==> config.mk <==
export PLATFORM = sky130hd
export DESIGN_NAME = adc_status_flag_logic
export DESIGN_NICKNAME = d
export VERILOG_FILES = /design/src/core/adc_flag_pkg.sv /design/src/core/adc_status_flag_logic.sv
export SDC_FILE = /design/constraint.sdc
export NUM_CORES = 1
export LEC_CHECK = 0
export CAP_MARGIN = 15
export CORE_UTILIZATION = 30
export CTS_CLUSTER_SIZE = 20
export DETAILED_ROUTE_END_ITERATION = 10
export DONT_BUFFER_PORTS = 1
export PLACE_DENSITY = 0.49
export RECOVER_POWER = 25
export SYNTH_ARGS = -nofsm -noshare
export SYNTH_HDL_FRONTEND = slang
export SYNTH_SLANG_ARGS = --single-unit
==> constraint.sdc <==
create_clock -name CLK_IN -period 4.7 [get_ports CLK_IN]
set_input_delay 0.94 -clock CLK_IN [delete_from_list [all_inputs] [get_ports CLK_IN]]
set_output_delay 0.94 -clock CLK_IN [all_outputs]
set_load 0.005 [all_outputs]
==> src/core/adc_flag_pkg.sv <==
package adc_flag_pkg;

    // ------------------------------------------------------------------
    // Sizes
    // ------------------------------------------------------------------
    localparam int NUM_CHAN  = 8;
    localparam int DATA_W    = 10;
    localparam int ADDR_W    = 12;
    localparam int CHAN_W    = 3;

    // ------------------------------------------------------------------
    // Register byte offsets
    // ------------------------------------------------------------------
    localparam logic [ADDR_W-1:0] CTRL_OFS   = 12'h000;
    localparam logic [ADDR_W-1:0] MODE_OFS   = 12'h004;
    localparam logic [ADDR_W-1:0] CHEN_OFS   = 12'h010;
    localparam logic [ADDR_W-1:0] CHDIS_OFS  = 12'h014;
    localparam logic [ADDR_W-1:0] CHSR_OFS   = 12'h018;
    localparam logic [ADDR_W-1:0] STAT_OFS   = 12'h01C;
    localparam logic [ADDR_W-1:0] LAST_OFS   = 12'h020;
    localparam logic [ADDR_W-1:0] CHRES0_OFS = 12'h030;

    // ------------------------------------------------------------------
    // Field positions
    // ------------------------------------------------------------------
    localparam int CTRL_START_BIT = 1;
    localparam int MODE_SLEEP_BIT = 5;
    localparam int STAT_OVR_LSB   = 8;
    localparam int STAT_DATA_READY_FLAG_BIT  = 16;
    localparam int STAT_GOVR_BIT  = 17;
    localparam int STAT_SLEEP_BIT = 18;
    localparam int STAT_BUSY_BIT  = 19;
    localparam int LAST_CHAN_LSB  = 16;

    // ------------------------------------------------------------------
    // Timing and reset values
    // ------------------------------------------------------------------
    localparam int CONV_CYCLES = 20;
    localparam logic [31:0] RDATA_RST = 32'h0000_0000;

    // ------------------------------------------------------------------
    // Carriers
    // ------------------------------------------------------------------
    typedef struct packed {
        logic                  psel;
        logic                  penable;
        logic                  pwrite;
        logic [ADDR_W-1:0]     paddr;
        logic [31:0]           pwdata;
    } apb_req_s;

    typedef struct packed {
        logic                  valid;
        logic [CHAN_W-1:0]     chan;
        logic [DATA_W-1:0]     data;
    } conv_res_s;

endpackage : adc_flag_pkg

==> src/core/adc_status_flag_logic.sv <==
// The implementer's own choices: the APB slave port and the register addresses.
`timescale 1ns/1ps
`default_nettype none

module adc_status_flag_logic
    import adc_flag_pkg::*;
#(
    parameter int N_CH  = NUM_CHAN,
    parameter int RES_W = DATA_W
) (
    input  wire logic              CLK_IN,
    input  wire logic              RST_B_IN,
    input  wire logic              PSEL_IN,
    input  wire logic              PENABLE_IN,
    input  wire logic              PWRITE_IN,
    input  wire logic [ADDR_W-1:0] PADDR_IN,
    input  wire logic [31:0]       PWDATA_IN,
    input  wire logic [RES_W-1:0]  CONV_DATA_IN,
    output logic      [31:0]       PRDATA_OUT,
    output logic                   PREADY_OUT,
    output logic                   PSLVERR_OUT,
    output logic      [N_CH-1:0]   CHAN_SEL_OUT,
    output logic                   CONV_START_OUT,
    output logic                   POWER_DOWN_OUT
);

    // ------------------------------------------------------------------
    // Elaboration checks
    // ------------------------------------------------------------------
    if (N_CH != NUM_CHAN || RES_W != DATA_W) begin : g_bad_param
        $error("Channel count and result width must match the package");
    end

    // ------------------------------------------------------------------
    // State
    // ------------------------------------------------------------------
    typedef enum logic [1:0] {IDLE, CONVERT, SLEEPING} conv_state_e;

    typedef struct packed {
        conv_state_e                   state;
        logic [4:0]                    cnt;
        logic [CHAN_W-1:0]             chan;
        logic [N_CH-1:0]               ch_en;
        logic                          sleep_mode;
        logic                          start_pend;
        logic [N_CH-1:0]               eoc;
        logic [N_CH-1:0]               ovr;
        logic                          data_ready_flag;
        logic                          govr;
        logic [N_CH-1:0][RES_W-1:0]    res;
        logic [RES_W-1:0]              last;
        logic [CHAN_W-1:0]             last_chan;
        logic [31:0]                   rdata;
        logic                          ready;
        logic                          slverr;
        logic [N_CH-1:0]               chan_sel;
        logic                          conv_start;
        logic                          power_down;
    } state_s;

    state_s cur_ff;
    state_s nxt_cur;
    conv_res_s done;
    apb_req_s  req;

    logic               setup;
    logic               rd_stat;
    logic               rd_last;
    logic [N_CH-1:0]    rd_chan;
    logic [N_CH-1:0]    eoc_hit;
    logic [CHAN_W-1:0]  next_ch;
    logic               found;
    logic [31:0]        rd_val;
    logic               mapped;

    assign req = '{psel: PSEL_IN, penable: PENABLE_IN, pwrite: PWRITE_IN,
                   paddr: PADDR_IN, pwdata: PWDATA_IN};

    // ------------------------------------------------------------------
    // Access decode; reads act in the setup cycle so effects are single
    // ------------------------------------------------------------------
    always_comb begin
        setup   = req.psel && !req.penable;
        rd_stat = setup && !req.pwrite && req.paddr == STAT_OFS;
        rd_last = setup && !req.pwrite && req.paddr == LAST_OFS;
        mapped  = 1'b1;
        rd_val  = RDATA_RST;
        rd_chan = '0;
        for (int i = 0; i < N_CH; i++) begin
            if (req.paddr == CHRES0_OFS + ADDR_W'(4 * i)) begin
                rd_chan[i] = setup && !req.pwrite;
                rd_val     = 32'(cur_ff.res[i]);
            end
        end
        unique case (req.paddr)
            CTRL_OFS, CHEN_OFS, CHDIS_OFS: rd_val = RDATA_RST;
            MODE_OFS:  rd_val = 32'(cur_ff.sleep_mode) << MODE_SLEEP_BIT;
            CHSR_OFS:  rd_val = 32'(cur_ff.ch_en);
            STAT_OFS: begin
                rd_val = 32'(cur_ff.eoc)
                       | (32'(cur_ff.ovr) << STAT_OVR_LSB);
                rd_val[STAT_DATA_READY_FLAG_BIT]  = cur_ff.data_ready_flag;
                rd_val[STAT_GOVR_BIT]  = cur_ff.govr;
                rd_val[STAT_SLEEP_BIT] = cur_ff.power_down;
                rd_val[STAT_BUSY_BIT]  = cur_ff.state == CONVERT;
            end
            LAST_OFS: rd_val = 32'(cur_ff.last)
                             | (32'(cur_ff.last_chan) << LAST_CHAN_LSB);
            default:  mapped = |rd_chan;
        endcase
    end

    // ------------------------------------------------------------------
    // Conversion result of this cycle
    // ------------------------------------------------------------------
    always_comb begin
        done.valid = cur_ff.state == CONVERT && cur_ff.cnt == 5'd0;
        done.chan  = cur_ff.chan;
        done.data  = CONV_DATA_IN;
        eoc_hit    = '0;
        if (done.valid) begin
            eoc_hit[done.chan] = 1'b1;
        end
    end

    // Next enabled channel after the current one, wrapping
    always_comb begin
        next_ch = cur_ff.chan;
        found   = 1'b0;
        for (int k = 1; k <= N_CH; k++) begin
            if (!found && cur_ff.ch_en[CHAN_W'((int'(cur_ff.chan) + k)
                                               % N_CH)]) begin
                next_ch = CHAN_W'((int'(cur_ff.chan) + k) % N_CH);
                found   = 1'b1;
            end
        end
    end

    // ------------------------------------------------------------------
    // Next state
    // ------------------------------------------------------------------
    always_comb begin
        nxt_cur            = cur_ff;
        nxt_cur.conv_start = 1'b0;
        nxt_cur.ready      = 1'b0;
        nxt_cur.slverr     = 1'b0;

        // APB answer one cycle after setup
        if (setup) begin
            nxt_cur.ready  = 1'b1;
            nxt_cur.slverr = !mapped;
            nxt_cur.rdata  = req.pwrite ? RDATA_RST : rd_val;
            if (req.pwrite) begin
                unique case (req.paddr)
                    CTRL_OFS: if (req.pwdata[CTRL_START_BIT]) begin
                        nxt_cur.start_pend = 1'b1;
                    end
                    MODE_OFS:  nxt_cur.sleep_mode = req.pwdata[MODE_SLEEP_BIT];
                    CHEN_OFS:  nxt_cur.ch_en = cur_ff.ch_en | req.pwdata[N_CH-1:0];
                    CHDIS_OFS: nxt_cur.ch_en = cur_ff.ch_en & ~req.pwdata[N_CH-1:0];
                    default: ;
                endcase
            end
        end

        // Clears first, so a coinciding set wins, except ovr, which a coinciding status read clears
        if (rd_last) begin
            nxt_cur.data_ready_flag = 1'b0;
            nxt_cur.eoc  = '0;
        end
        nxt_cur.eoc = nxt_cur.eoc & ~rd_chan;
        if (rd_stat) begin
            nxt_cur.ovr  = '0;
            nxt_cur.govr = 1'b0;
        end

        // Enable is sampled at the start, so a disable now cannot stall it
        if (done.valid) begin
            nxt_cur.res[done.chan] = done.data;
            nxt_cur.last           = done.data;
            nxt_cur.last_chan      = done.chan;
            nxt_cur.data_ready_flag           = 1'b1;
            nxt_cur.eoc            = nxt_cur.eoc | eoc_hit;
            if (cur_ff.eoc[done.chan]) begin
                nxt_cur.ovr[done.chan] = !rd_stat;
            end
            if (cur_ff.data_ready_flag) begin
                nxt_cur.govr = 1'b1;
            end
        end

        // Sequencer
        unique case (cur_ff.state)
            IDLE, SLEEPING: begin
                if (cur_ff.start_pend && |cur_ff.ch_en) begin
                    nxt_cur.start_pend = 1'b0;
                    nxt_cur.state      = CONVERT;
                    nxt_cur.cnt        = 5'(CONV_CYCLES - 1);
                    nxt_cur.chan       = found ? next_ch : cur_ff.chan;
                    nxt_cur.conv_start = 1'b1;
                    nxt_cur.power_down = 1'b0;
                    nxt_cur.chan_sel   = '0;
                    nxt_cur.chan_sel[found ? next_ch : cur_ff.chan] = 1'b1;
                end
            end
            CONVERT: begin
                if (cur_ff.cnt != 5'd0) begin
                    nxt_cur.cnt = cur_ff.cnt - 5'd1;
                end else begin
                    // Sleep only powers down at a conversion end, even if
                    // it was selected while idle
                    nxt_cur.state      = cur_ff.sleep_mode ? SLEEPING : IDLE;
                    nxt_cur.power_down = cur_ff.sleep_mode;
                    nxt_cur.chan_sel   = '0;
                end
            end
            default: nxt_cur.state = IDLE;
        endcase
    end

    // ------------------------------------------------------------------
    // Registers
    // ------------------------------------------------------------------
    always_ff @(posedge CLK_IN or negedge RST_B_IN) begin
        if (!RST_B_IN) begin
            cur_ff       <= '0;
            cur_ff.state <= IDLE;
            cur_ff.chan  <= CHAN_W'(N_CH - 1);
        end else begin
            cur_ff <= nxt_cur;
        end
    end

    assign PRDATA_OUT     = cur_ff.rdata;
    assign PREADY_OUT     = cur_ff.ready;
    assign PSLVERR_OUT    = cur_ff.slverr;
    assign CHAN_SEL_OUT   = cur_ff.chan_sel;
    assign CONV_START_OUT = cur_ff.conv_start;
    assign POWER_DOWN_OUT = cur_ff.power_down;

endmodule : adc_status_flag_logic

`default_nettype wire

Word-level counts from Yosys, hierarchy flattened

Cells that the tools add are included.

Register bits after elaboration: 175
Output and inout port bits: 44

$add $sub $neg: 9
Magnitude comparators: 12
Equal/unequal tests: 19
Muxes and demuxes: 98
Bitwise gates (word level): 8
Reduce and logical (&&, ||, !) cells: 44

Operators with widths:

| cell                                               | count |
|---|---|
| 2-to-1 mux 32 bit                                  | 5 |
| case mux 32 bit (5 select lines)                   | 1 |
| 2-to-1 mux 111 bit                                 | 1 |
| bitwise mux 80 bit                                 | 1 |
| 2-to-1 mux 10 bit                                  | 7 |
| == test 12 x 6 -> 1 bit, second input constant     | 5 |
| == test 12 x 5 -> 1 bit, second input constant     | 4 |
| == test 12 x 7 -> 1 bit, second input constant     | 4 |
| 2-to-1 mux 1 bit                                   | 47 |
| < comparator 3 x 5 -> 1 bit, second input constant | 8 |
| 2-to-1 mux 8 bit                                   | 5 |
| case mux 8 bit (2 select lines)                    | 2 |
| demux 10 bit (select 3 bit)                        | 1 |
| binary-select mux 1 bit (select 3 bit)             | 9 |
| 2-to-1 mux 3 bit                                   | 9 |
| bitwise OR 10 x 19 -> 19 bit                       | 1 |
| bitwise AND 8 bit                                  | 2 |
| NOT 8 bit                                          | 2 |
| bitwise OR 8 x 16 -> 16 bit                        | 1 |
| bitwise OR 8 bit                                   | 2 |
| OR reduction 8 bit                                 | 2 |
| logical AND 1 bit                                  | 15 |
| adder 3 bit, second input constant                 | 4 |
| == test 12 x 3 -> 1 bit, second input constant     | 1 |
| 27 further kinds                                   | 51 |

Logic depth before layout (Yosys ltp)

Word-level depth: 33
Gate-level depth with buffers: 11
Gate-level depth less buffers: 9

Least setup slack after synthesis

Ideal clock, no wire load.

Kind: register -> register
Start: register cur_ff[166] (netlist name)
End: register cur_ff (netlist bit CHAN_SEL_OUT[4])
Library setup time: 0.095 ns
Arrival time: 3.088 ns
Data required time: 4.605 ns
Path slack: 1.516 ns
Stages on the path, launching flop included: 11
Buffers on the path: 1
Period minus slack after synthesis: 3.184 ns
Cell sequence: dfstp_2 -> buf_4 -> inv_1 -> ha_1 -> mux4_1 -> mux2_2 -> or3_1 -> nor3b_1 -> a221o_1 -> nand2_1 -> o31ai_1

Longest elaborated chain between the ends: 33
Elaborated cells between the ends (all ways): 70
Classes of those cells: add/sub (8); order compare (2); mux (45); reduce/logical (15)

Ends and longest elaborated chain:

| element                                                                                                         | RTL line                                                   | RTL |
|---|---|---|
| start, declared                                                                                                 | adc_status_flag_logic.sv:61                                | `state_s cur_ff;` |
| start signal, assigned                                                                                          | adc_status_flag_logic.sv:230                               | `cur_ff <= nxt_cur;` |
| adder 3 x 1 -> 3 bit                                                                                            | adc_status_flag_logic.sv:131, adc_status_flag_logic.sv:133 |  |
| binary-select mux 1 bit (select 3 bit)                                                                          | adc_status_flag_logic.sv:131                               | `if (!found && cur_ff.ch_en[CHAN_W'((int'(cur_ff.chan) + k)` |
| 2-to-1 mux 1 bit (implied by the code) (2 in a row)                                                             | adc_status_flag_logic.sv:131                               |  |
| 2-to-1 mux 1 bit                                                                                                | adc_status_flag_logic.sv:131                               |  |
| zero test 1 bit                                                                                                 | adc_status_flag_logic.sv:131                               |  |
| logical AND 1 bit                                                                                               | adc_status_flag_logic.sv:131                               |  |
| 2-to-1 mux 1 bit                                                                                                | adc_status_flag_logic.sv:131                               |  |
| zero test 1 bit                                                                                                 | adc_status_flag_logic.sv:131                               |  |
| (+16 left out)                                                                                                  | -                                                          |  |
| 2-to-1 mux 3 bit or 2-to-1 mux 1 bit (tied branches)                                                            | adc_status_flag_logic.sv:131                               |  |
| 2-to-1 mux 3 bit (*)                                                                                            | adc_status_flag_logic.sv:203                               | `nxt_cur.chan_sel[found ? next_ch : cur_ff.chan] = 1'b1;` |
| < comparator 3 x 4 -> 1 bit (implied by the code) or greater-or-equal comparator 3 x 1 -> 1 bit (tied branches) | adc_status_flag_logic.sv:203                               |  |
| logical AND 1 bit (implied by the code)                                                                         | adc_status_flag_logic.sv:203                               |  |
| 2-to-1 mux 1 bit                                                                                                | adc_status_flag_logic.sv:203                               |  |
| demux 1 bit (select 3 bit) (*)                                                                                  | adc_status_flag_logic.sv:203                               |  |
| 2-to-1 mux 10 bit (*)                                                                                           | adc_status_flag_logic.sv:195                               | `if (cur_ff.start_pend && \|cur_ff.ch_en) begin` |
| case mux 8 bit (2 select lines) (*)                                                                             | adc_status_flag_logic.sv:193                               | `unique case (cur_ff.state)` |

Every way passes the cells marked *; elsewhere a longest branch is shown, timed or not. The select of a mux whose other input is x is not followed.
A chain may end at the register's enable or synchronous reset.

Final worst setup path

Start: register cur_ff[166] (netlist name)
End: register cur_ff (netlist bit CHAN_SEL_OUT[3])

The elaborated chain is that of the path after synthesis.

==> impl_metrics.ini <==
[cts]
cts_setup_buffers = 0
cts_resized = 0
htreeDepth = 4
cts_root_buf = clkbuf_16
postCtsHoldBufs = 0
clkLatencyLatePin_ns = 0.44
cts.clk_slew.worst_paths_ns = 0.06
cts_buffers = 17
tritoncts = built
clock_path_buffers = 2
cts_num_sinks = 163

[logic_synthesis]
synth_edf_count = 0
synth_seq_cells = 163
yosysWarningCount = 0
netlist_instances = 774
ys.flop_type = dfrtp_1
synth_area_um2 = 8430
yosysUniqueCellTypes = 59
yosysSeqAreaShare = 0.484
synthArstFlopShare = 1.00
syn-mean-instance-area_um2 = 10.9

[floorplanning]
row_count = 61
core_area_um2 = 27700
num_io_pins = 103
die_w_um = 170
initial_core_util = 0.304
floorplan.die_area_um2 = 28800
die_h_um = 170

[sta]
finalSetupTns_ns = 0
setup_ws_ns = 0.958
worst_pin_slew_ns = 0.935
rsz0062_at_grt = false
fmax_mhz = 267
maxSlewViolCount = 0
setup_viol = 0
finalCritPeriodShare = 0.796
worst_clock_skew_ns = 0.00973
post-route-min-period_ns = 3.74
hold_violations = 0
max_slew_margin = 0.377

[critical_path]
crit_chain = inv_1 -> ha_1 -> mux2i_1 -> nand2_1 -> o221ai_2 -> mux2_1 -> o21a_1 -> o21ai_1 -> o31ai_1
crit_slowest_cell = dfstp_2
cp.required_ns = 5.00
slowest_delay_ns = 0.78
setup.worst_path.end_class = flip-flop
crit_path_start_kind = flip-flop
critPathArrivalTime_ns = 4.04
crit_fanout = 15
path_class = flip-flop to flip-flop

[power]
p_int_uw = 2280
vdd.ir_drop.worst_v = 0.000183
powerDensity_nw_per_um2 = 326
p_sw_frac = 0.234
clockPowerShare = 0.473
p_leak_uw = 0.00390
switchingPower_uw = 697
p_seq_frac = 0.492
comb_power_share = 0.034

[finish]
multi_input_area_um2 = 3840
instances_no_fill = 1119
syn2layout_area_growth_pct = 8.08
drive_gt1_frac = 0.194
seq_area_um2 = 4080
antenna_cells = 0
layout.nets = 794
num-fill-cells = 2800

[drt]
drt_first_pass_iters = 5
drtAntennaViolNets = 0
vias_per_cell = 5.06
first_iter_violations = 363
wirelength_um = 21700
via_count = 5665
avgRoutedWirePerCell_um = 19.4
drc = 0

[placed_design]
dp_slack_ns = 0.914
place_hpwl_um = 14000
port_buffers = 0
place.gp.congestion = 0.823
post-place-cells = 1087

[global_route]
grt_max_degree = 164
antenna_found_initial = 0
overflow = 0
grt_pass1_wl_um = 33800
grt.total_usage = 0.157
grt_pass1_vias = 5537

[hold_path]
hp-class = input port to async pin

[outcome]
status = completed

[job]
maxCapViolCount = 0
## cell families after synthesis
logic type | count (synthesis) | share of synthesized area
buffers and inverters | 104 | 0.0660
flip-flops | 163 | 0.484
XOR/XNOR | 8 | 0.0101
multiplexers | 158 | 0.217
AND/OR/NAND/NOR | 189 | 0.0978
adder cells (fa/ha/maj) | 7 | 0.0104
other | 1 | 0.000445
AO/OA/AOI/OAI | 144 | 0.114
## cell type report
class / instances / area share
Sequential cell: 163 / 0.448
Multi-Input combinational cell: 518 / 0.421
Tap cell: 378 / 0.0519
Clock buffer: 19 / 0.0497
Clock inverter: 13 / 0.0158
Inverter: 22 / 0.00906
Timing Repair Buffer: 6 / 0.00494
## worst max-delay path, delay by kind of cell, from the launching register on
kind / cells / cell delay, ns
simple gates: 1 / 0.11
fa+ha+maj: 1 / 0.72
mux: 2 / 0.74
compound gates: 4 / 0.99
flops: 1 / 0.78
buf+inv: 1 / 0.25
## power by group through the flow
stage / registers (µW) / clock network [µW] / logic [µW]
detailed placement: 1490 / 0 / 102
floorplan: 1490 / 0 / 108
global route: 1470 / 1490 / 113
finish: 1460 / 1410 / 102
global placement: 1490 / 0 / 100
CTS: 1460 / 1440 / 102
## cell usage after synthesis (9+ instances only)
master / count / area (µm²)
dfrtp_1: 160 / 4000
nand2_1: 101 / 379
mux2_2: 84 / 946
mux2i_1: 61 / 611
buf_4: 42 / 315
nor2_1: 37 / 139
o21ai_0: 37 / 185
a21oi_1: 32 / 160
clkbuf_1: 32 / 120
inv_1: 21 / 78.8
nand3_1: 12 / 60.1
nor3_1: 11 / 55.1
a22o_1: 10 / 87.6
a32o_1: 9 / 90.1
mux4_2: 9 / 203
o22ai_1: 9 / 56.3
o31ai_1: 9 / 67.6
## per-layer routing
metal  part of all wire  global-route usage  vias to the layer above
met5                  0                   0                        -
met1               0.47               0.212                     2870
met3              0.059              0.0424                       23
met4              0.011              0.0450                        0
li1                   -                   -                     2642
met2               0.46               0.246                      130
## layout by cell type (no fill, tap or decap), types with 5 or more instances in the layout
cell	instances
buf_4	6
nor3_1	11
ha_1	7
a32o_1	9
mux2_2	84
conb_1	12
clkinv_4	5
o22ai_1	9
clkbuf_16	17
a211o_1	7
nand3_1	12
o21ai_0	37
o31ai_1	9
mux2i_1	61
a22o_1	10
nand2_1	101
mux4_2	9
nor2_1	37
or3_1	5
dfrtp_1	160
inv_1	21
and3_1	5
a21oi_1	32
## metrics by stage
step | instance area [µm²] | total power (µW) | hold WS [ns] | utilization
finish | 9120 | 2970 | 0.203 | 0.329
global route | 9120 | 3070 | 0.182 | 0.329
CTS | 9120 | 3010 | 0.184 | 0.329
detailed placement | 8520 | 1590 | 0.463 | 0.308
global placement | 8520 | 1590 | 0.454 | 0.308
floorplan | 8480 | 1590 | 0.439 | -
## worst paths after layout
check,start,to,slack [ns],depth (start not counted)
setup reg to reg,cur_ff[166],CHAN_SEL_OUT[3],0.96,9
hold / removal,RST_B_IN,CHAN_SEL_OUT[7],0.20,0
hold reg to reg,cur_ff[51],cur_ff[51],0.47,2
max in group asynchronous,RST_B_IN,cur_ff[153],4.06,0
setup / recovery,cur_ff[166],CHAN_SEL_OUT[3],0.96,9
min in group CLK_IN,cur_ff[51],cur_ff[51],0.47,2
No activity file was read; power rests on OpenSTA's default activity.
